[src/include/pucrs_pkg.sv]
// Package for the power-up clock reference select block
package pucrs_pkg;

   // ==========================================================
   // Strap layout
   localparam int unsigned STRAP_W     = 11;
   localparam int unsigned SEL_W       = 5;
   localparam logic [4:0]  SEL_OSC_LO  = 5'h00;
   localparam logic [4:0]  SEL_OSC_HI  = 5'h07;
   localparam logic [4:0]  SEL_BCK_LO  = 5'h08;
   localparam logic [4:0]  SEL_BCK_HI  = 5'h0b;

   // ==========================================================
   // Divider settings giving a 400 MHz loop output
   localparam int unsigned REFDIV_W    = 6;
   localparam int unsigned FBDIV_W     = 10;
   localparam int unsigned LOOP_OUT_MHZ = 400;
   localparam int unsigned CORE_DIV    = 4;
   localparam logic [5:0]  REFDIV_RST  = 6'h01;
   localparam logic [9:0]  FBDIV_RST   = 10'h000;

   // ==========================================================
   // Sequence timing, 25 MHz system clock
   localparam int unsigned CLK_PERIOD_PS  = 40000;
   localparam int unsigned T_LATCH_PS     = 1500000;
   localparam int unsigned T_TMS_PS       = 400000;
   localparam int unsigned T_SRST_PS      = 600000;
   localparam int unsigned CNT_W          = 8;
   localparam logic [7:0] LATCH_CYC = CNT_W'((T_LATCH_PS + CLK_PERIOD_PS - 1) / CLK_PERIOD_PS);
   localparam logic [7:0] TMS_CYC   = CNT_W'((T_TMS_PS + CLK_PERIOD_PS - 1) / CLK_PERIOD_PS);
   localparam logic [7:0] SRST_CYC  = CNT_W'((T_SRST_PS + CLK_PERIOD_PS - 1) / CLK_PERIOD_PS);

   // ==========================================================
   // Types
   typedef enum logic [1:0] {
      PUCRS_SRC_NONE = 2'b00,
      PUCRS_SRC_OSC  = 2'b01,
      PUCRS_SRC_BCK  = 2'b10
   } pucrs_src_type;

   typedef struct packed {
      pucrs_src_type   src;
      logic [5:0]      refDiv;
      logic [9:0]      fbDiv;
      logic            bypass;
      logic            invalid;
   } pucrs_pllcfg_type;

endpackage : pucrs_pkg

[src/pucrs_decode.sv]
// Strap code to loop reference and divider decode
`timescale 1ns/1ps
`default_nettype none
module pucrs_decode
   import pucrs_pkg::*;
(
   input  wire logic [4:0]       sel,
   output var pucrs_pllcfg_type  cfg
);

   // ==========================================================
   // Decode table, reference divided to 2.048 or 1 MHz-class compare
   always_comb begin
      cfg        = '{src: PUCRS_SRC_NONE, refDiv: REFDIV_RST, fbDiv: FBDIV_RST,
                     bypass: 1'b1, invalid: 1'b1};
      unique case (sel)
         5'h00: cfg = '{PUCRS_SRC_OSC, 6'h14, 10'h190, 1'b0, 1'b0};
         5'h01: cfg = '{PUCRS_SRC_OSC, 6'h19, 10'h190, 1'b0, 1'b0};
         5'h02: cfg = '{PUCRS_SRC_OSC, 6'h01, 10'h0c3, 1'b0, 1'b0};
         5'h03: cfg = '{PUCRS_SRC_OSC, 6'h02, 10'h0c3, 1'b0, 1'b0};
         5'h04: cfg = '{PUCRS_SRC_OSC, 6'h04, 10'h0c3, 1'b0, 1'b0};
         5'h05: cfg = '{PUCRS_SRC_OSC, 6'h06, 10'h0c3, 1'b0, 1'b0};
         5'h06: cfg = '{PUCRS_SRC_OSC, 6'h08, 10'h0c3, 1'b0, 1'b0};
         5'h07: cfg = '{PUCRS_SRC_OSC, 6'h0c, 10'h0c3, 1'b0, 1'b0};
         5'h08: cfg = '{PUCRS_SRC_BCK, 6'h01, 10'h0c3, 1'b0, 1'b0};
         5'h09: cfg = '{PUCRS_SRC_BCK, 6'h02, 10'h0c3, 1'b0, 1'b0};
         5'h0a: cfg = '{PUCRS_SRC_BCK, 6'h04, 10'h0c3, 1'b0, 1'b0};
         5'h0b: cfg = '{PUCRS_SRC_BCK, 6'h08, 10'h0c3, 1'b0, 1'b0};
         default: ;
      endcase
   end

endmodule : pucrs_decode
`default_nettype wire

[src/pucrs_top.sv]
// Power-up clock reference select and strap capture sequencer
`timescale 1ns/1ps
`default_nettype none
module pucrs_top
   import pucrs_pkg::*;
(
   input  wire logic                sys_clk,
   input  wire logic                rst_b,
   input  wire logic [10:0]         strapPins,
   input  wire logic                pllLocked,
   input  wire logic                wdogReset,
   input  wire logic                loopClkTick,
   input  wire logic                primaryLowRateSlave,
   input  wire logic [2:0]          primaryTimingMode,
   input  wire logic [2:0]          portMasterReq,
   output logic                     pllBypass,
   output logic [1:0]               pllRefSrc,
   output logic [5:0]               pllRefDiv,
   output logic [9:0]               pllFbDiv,
   output logic                     pllTimingModeStrobe,
   output logic                     selInvalid,
   output logic [10:0]              startupStatus,
   output logic [10:0]              pinStatus,
   output logic                     strapLatchPulse,
   output logic                     syncReset_b,
   output logic                     coreClkEn,
   output logic                     timingGenClkEn,
   output logic                     primaryModeAllowed,
   output logic                     primaryFollowsLowRate,
   output logic [2:0]               portMaster
);

   // ==========================================================
   // Reset synchroniser
   logic rstMeta_q;
   logic rstSync_q;
   always_ff @(posedge sys_clk or negedge rst_b) begin
      if (!rst_b) begin
         rstMeta_q <= 1'b0;
         rstSync_q <= 1'b0;
      end else begin
         rstMeta_q <= 1'b1;
         rstSync_q <= rstMeta_q;
      end
   end

   // ==========================================================
   // Live strap decode, registered to the loop during lock wait and at the strobe
   pucrs_pllcfg_type liveCfg;
   pucrs_decode u_decode (
      .sel (strapPins[4:0]),
      .cfg (liveCfg)
   );

   // ==========================================================
   // Sequencer
   typedef enum logic [2:0] {
      PUCRS_ST_LOCKWAIT = 3'b000,
      PUCRS_ST_LATCH    = 3'b001,
      PUCRS_ST_TMS      = 3'b010,
      PUCRS_ST_SRST     = 3'b011,
      PUCRS_ST_RUN      = 3'b100
   } pucrs_state_type;

   pucrs_state_type state_q;
   logic [7:0]      cnt_q;
   logic            capDone_q;

   always_ff @(posedge sys_clk or negedge rstSync_q) begin
      if (!rstSync_q) begin
         state_q <= PUCRS_ST_LOCKWAIT;
         cnt_q   <= 8'h00;
      end else begin
         unique case (state_q)
            PUCRS_ST_LOCKWAIT: begin
               if (!pllLocked) begin
                  cnt_q <= 8'h00;
               end else if (cnt_q == LATCH_CYC - 8'h01) begin
                  state_q <= PUCRS_ST_LATCH;
                  cnt_q   <= 8'h00;
               end else begin
                  cnt_q <= cnt_q + 8'h01;
               end
            end
            PUCRS_ST_LATCH: begin
               if (cnt_q == TMS_CYC - 8'h01) begin
                  state_q <= PUCRS_ST_TMS;
                  cnt_q   <= 8'h00;
               end else begin
                  cnt_q <= cnt_q + 8'h01;
               end
            end
            PUCRS_ST_TMS: begin
               if (cnt_q == SRST_CYC - 8'h02) begin
                  state_q <= PUCRS_ST_SRST;
                  cnt_q   <= 8'h00;
               end else begin
                  cnt_q <= cnt_q + 8'h01;
               end
            end
            PUCRS_ST_SRST: begin
               state_q <= PUCRS_ST_RUN;
            end
            PUCRS_ST_RUN: begin
               if (wdogReset) begin
                  state_q <= PUCRS_ST_LATCH;
                  cnt_q   <= TMS_CYC - 8'h01;
               end
            end
            default: begin
               state_q <= PUCRS_ST_LOCKWAIT;
               cnt_q   <= 8'h00;
            end
         endcase
      end
   end

   // ==========================================================
   // Strap capture, once per external reset
   always_ff @(posedge sys_clk or negedge rstSync_q) begin
      if (!rstSync_q) begin
         startupStatus   <= 11'h000;
         capDone_q       <= 1'b0;
         strapLatchPulse <= 1'b0;
      end else begin
         strapLatchPulse <= 1'b0;
         if (state_q == PUCRS_ST_LOCKWAIT && pllLocked && cnt_q == LATCH_CYC - 8'h01 && !capDone_q) begin
            startupStatus   <= strapPins;
            capDone_q       <= 1'b1;
            strapLatchPulse <= 1'b1;
         end
      end
   end

   // Run-time pin status, separate register
   always_ff @(posedge sys_clk or negedge rstSync_q) begin
      if (!rstSync_q) begin
         pinStatus <= 11'h000;
      end else begin
         pinStatus <= strapPins;
      end
   end

   // ==========================================================
   // Loop configuration; live during lock wait, held through strap latch, latched again at strobe
   logic tmsFire;
   assign tmsFire = (state_q == PUCRS_ST_LATCH) && (cnt_q == TMS_CYC - 8'h01);

   always_ff @(posedge sys_clk or negedge rstSync_q) begin
      if (!rstSync_q) begin
         pllBypass           <= 1'b1;
         pllRefSrc           <= PUCRS_SRC_NONE;
         pllRefDiv           <= REFDIV_RST;
         pllFbDiv            <= FBDIV_RST;
         selInvalid          <= 1'b0;
         pllTimingModeStrobe <= 1'b0;
      end else begin
         pllTimingModeStrobe <= tmsFire;
         if (state_q == PUCRS_ST_LOCKWAIT || tmsFire) begin
            pllBypass  <= liveCfg.bypass;
            pllRefSrc  <= liveCfg.src;
            pllRefDiv  <= liveCfg.refDiv;
            pllFbDiv   <= liveCfg.fbDiv;
            selInvalid <= liveCfg.invalid;
         end
      end
   end

   always_ff @(posedge sys_clk or negedge rstSync_q) begin
      if (!rstSync_q) begin
         syncReset_b <= 1'b0;
      end else begin
         syncReset_b <= (state_q == PUCRS_ST_RUN) && !wdogReset;
      end
   end

   // ==========================================================
   // Clock enables derived from loop-rate tick
   logic [1:0] divCnt_q;
   always_ff @(posedge sys_clk or negedge rstSync_q) begin
      if (!rstSync_q) begin
         divCnt_q       <= 2'h0;
         coreClkEn      <= 1'b0;
         timingGenClkEn <= 1'b0;
      end else begin
         timingGenClkEn <= loopClkTick && !pllBypass;
         coreClkEn      <= 1'b0;
         if (loopClkTick) begin
            divCnt_q <= divCnt_q + 2'h1;
            coreClkEn <= (divCnt_q == 2'(CORE_DIV - 1));
         end
      end
   end

   // ==========================================================
   // Audio port timing permissions
   always_ff @(posedge sys_clk or negedge rstSync_q) begin
      if (!rstSync_q) begin
         primaryModeAllowed    <= 1'b1;
         primaryFollowsLowRate <= 1'b0;
         portMaster            <= 3'h0;
      end else begin
         primaryModeAllowed <= !(pllRefSrc == PUCRS_SRC_BCK &&
                                 (primaryTimingMode == 3'h2 || primaryTimingMode == 3'h5));
         primaryFollowsLowRate <= (pllRefSrc == PUCRS_SRC_OSC) && primaryLowRateSlave;
         portMaster <= portMasterReq;
      end
   end

endmodule : pucrs_top
`default_nettype wire

[config.mk]
export PLATFORM = sky130hd
export DESIGN_NAME = pucrs_top
export DESIGN_NICKNAME = d
export VERILOG_FILES = /design/src/include/pucrs_pkg.sv /design/src/pucrs_decode.sv /design/src/pucrs_top.sv
export SDC_FILE = /design/constraint.sdc
export NUM_CORES = 1
export LEC_CHECK = 0
export ABC_AREA = 1
export BUFFER_PORTS_ARGS = -buffer_cell sky130_fd_sc_hd__buf_2
export CELL_PAD_IN_SITES_DETAIL_PLACEMENT = 1
export CELL_PAD_IN_SITES_GLOBAL_PLACEMENT = 2
export CORE_ASPECT_RATIO = 0.9
export CORE_MARGIN = 1.5
export CORE_UTILIZATION = 35
export CTS_BUF_LIST = sky130_fd_sc_hd__clkbuf_4 sky130_fd_sc_hd__clkbuf_8
export DETAILED_ROUTE_END_ITERATION = 6
export GPL_TIMING_DRIVEN = 0
export PLACE_DENSITY = 0.95
export SLEW_MARGIN = 20
export SYNTH_ARGS = -nofsm -noshare
export SYNTH_HDL_FRONTEND = slang
export SYNTH_HIERARCHICAL = 1
export SYNTH_SLANG_ARGS = --single-unit
[constraint.sdc]
create_clock -name sys_clk -period 5.6 [get_ports sys_clk]
set_input_delay 1.12 -clock sys_clk [delete_from_list [all_inputs] [get_ports sys_clk]]
set_output_delay 1.12 -clock sys_clk [all_outputs]
set_load 0.01 [all_outputs]
==> flow_summary.toml <==
[status]
status = "finished clean"

[cts]
clockBufferDepth = 2
cts.sinks = 68
cts.reportedPaths.clkPinSlew_ps = 80
cts_root_buf = "clkbuf_8"
cts_setup_buffers = 0
cts_resized = 0
clkLatencyLatePin_ps = 350
cts_max_level = 3
ctsHoldBuffers = 0
cts_tree = "built"
cts_buffers = 9

[sta]
finalClockSkew_ps = 11.81
fmax_mhz = 467.1
tightest_slew_ps = 502.6
period_minus_slack_ps = 2141
fin_crit_sh_pct = 38.23
report.final.slew_viol_count = 0
relSlewSlack_pct = 66.49
setup_viol = 0
finalHoldViolations = 0
holdWs_ps = 223.2
setup_tns_ps = 0
rsz0062_at_grt = "no"

[synth]
synth_top_family_by_area = "simple AND/OR/NAND/NOR gates"
yosys.area_share.xor_xnor_pct = 1.152
synth-seq-cells = 68
synthMuxAreaShare_pct = 0
synthSimpleGateAreaFrac_pct = 30.85
synthCells = 353
synth_compound_area_share_pct = 1.316
synth_seq_area_share_pct = 56.07
synth_fa_ha_area_share_pct = 1.234
yosys_warnings = 6
synth.avg_cell_area_um2 = 8.617
syn-cell-area_um2 = 3042
synth.distinct_cells = 26

[die]
coreArea_um2 = 8488
rows = 32
dieWidth_um = 101.3
dieArea_um2 = 9260
initial_core_util_pct = 35.83
die_y_um = 91.44
io_pins = 75

[power]
switching_share_pct = 26.49
switchingPower_mw = 0.2755
clkPwrFrac_pct = 39.5
power.share.sequential_pct = 51.4
combPwrFrac_pct = 9.1
power_density_nw_per_um2 = 273.3
ir_worst_vdd_v = 0.0001246
leakagePower_nw = 2.168
cell_internal_pwr_mw = 0.7647

[worst_setup_path]
cp_slowest_cell = "dfstp_2"
path_cells = "buf_2"
r2r-end = "startupStatus[7]"
rr_worst_depth = 10
crit_buf_inv = 1
crit_path_end_kind = "output port"
critPathKind = "reg2out"
r2r_start = "cnt_q[1]"
worstPathRequired_ps = 4480
startpoint_type = "register"
slowest_delay_ps = 550
path_max_fanout = 3
arrival_ps = 1020
rrSetupSlack_ps = 4050
crit_family = "flip-flops"

[min_path]
hp-class = "reg2async"

[global_route]
antenna_found_initial = 0
grt_max_degree = 47
grt_pass1_vias = 2749
grt_pass1_wl_mm = 13.33
overflow = 0
grtUsageTotal_pct = 18.51

[cells_and_area]
fillers = 1084
stdcell_count = 567
mostFrequentLayoutCell = "nand2_1"
utilization_pct = 44.84
antennaDiodeCount = 0
drive_above_1_share_pct = 30.13
final_cell_mix = "127 x nand2_1, 77 x buf_2, 64 x dfrtp_1, 44 x nand3_1, 28 x inv_1"
areaGrowthSynthToFinish_pct = 25.13
fin_nets = 469

[route]
viasPerCell = 4.550
routed_wl_mm = 7.676
first_iter_violations = 62
drt_first_pass_iters = 4
ant_nets = 0
wl_per_cell_um = 13.54
dr_total_vias = 2580
drc_errors = 0

[placed_design]
io_buffers = 74
place_congestion = 0.7370
dp_hpwl_mm = 5.751
dp_cells = 551

[flow_run]
cap_violations = 0
==> metal layers <==
| layer | global-route usage, % | wire [um] | up-vias |
|---|---|---|---|
| met1 | 22.23 | 3267 | 1252 |
| li1 | - | - | 1266 |
| met3 | 4.311 | 296 | 13 |
| met5 | 0 | 0 | - |
| met4 | 6.481 | 131 | 0 |
| met2 | 32.16 | 3981 | 49 |
==> layout make-up <==
| type | instances | area (um^2) | area share (%) |
|---|---|---|---|
| Timing Repair Buffer | 75 | 397.9 | 10.45 |
| Multi-Input combinational cell | 232 | 1074 | 28.21 |
| Buffer | 19 | 135.1 | 3.550 |
| Clock inverter | 7 | 75.07 | 1.972 |
| Tap cell | 119 | 148.9 | 3.912 |
| Sequential cell | 68 | 1709 | 44.90 |
| Clock buffer | 9 | 123.9 | 3.254 |
| Inverter | 38 | 142.6 | 3.748 |
==> kinds of logic after synthesis <==
family | Yosys count
compound gates | 7
flops | 68
other cells | 2
fa+ha+maj | 3
simple gates | 212
xor+xnor | 4
buf+inv | 57
==> per-stage QoR <==
| step | cell area [um^2] | power [mW] | setup slack (ps) |
|---|---|---|---|
| final | 3806 | 1.040 | 3459 |
| after global routing | 3806 | 1.089 | 3421 |
| after CTS | 3806 | 1.059 | 3443 |
| after detailed placement | 3607 | 0.6407 | 3419 |
| after global placement | 3576 | 0.6331 | 2741 |
| after floorplan | 3057 | 0.5939 | 3571 |
==> cell usage after synthesis <==
master,n,area [um^2]
dfstp_2,3,78.83
clkbuf_1,2,7.510
inv_1,28,105.1
nor3_2,1,10.01
o21ai_0,1,5.000
a21oi_1,4,20.02
nand2_2,2,12.51
nor3_1,2,10.01
nor2_2,7,43.79
dfrtp_1,65,1627
buf_4,12,90.09
xor2_1,2,17.52
xnor2_1,2,17.52
nand3_1,44,220.2
nand4_1,8,50.05
inv_2,10,37.54
buf_2,3,15.01
nand3b_1,1,7.510
nor2_4,2,22.52
conb_1,2,7.510
buf_6,2,22.52
ha_1,3,37.54
o211ai_1,2,15.01
nand2_1,127,476.7
nor2_1,17,63.81
nand4_4,1,21.27
==> power by group through the flow <==
stage	Sequential [mW]	Combinational, mW	Clock, mW
floorplan	0.553	0.0405	0
global placement	0.549	0.0837	0
detailed placement	0.545	0.0960	0
CTS	0.535	0.0967	0.427
global route	0.538	0.107	0.444
finish	0.534	0.0948	0.411
==> registers in the layout, indices dropped and copies added (netlist names), 3 cells and up <==
name and count:
startupStatus 11, cnt_q 8, pllFbDiv 10, pinStatus 11, portMaster 3, pllRefDiv 6, state_q 3
==> worst max path at each step <==
| stage | to | slack (ps) | startpoint | cells past startpoint |
|---|---|---|---|---|
| after floorplan | capDone_q | 3570 | rstSync_q | 0 |
| after global placement | pllFbDiv[4] | 2740 | rstSync_q | 0 |
| after detailed placement | pllFbDiv[1] | 3420 | strapPins[2] | 7 |
| after CTS | pllBypass | 3440 | pllBypass | 1 |
| after global routing | pllBypass | 3420 | pllBypass | 1 |
| final | pllBypass | 3460 | pllBypass | 1 |
Note: power is estimated with default switching activity, not from simulation.
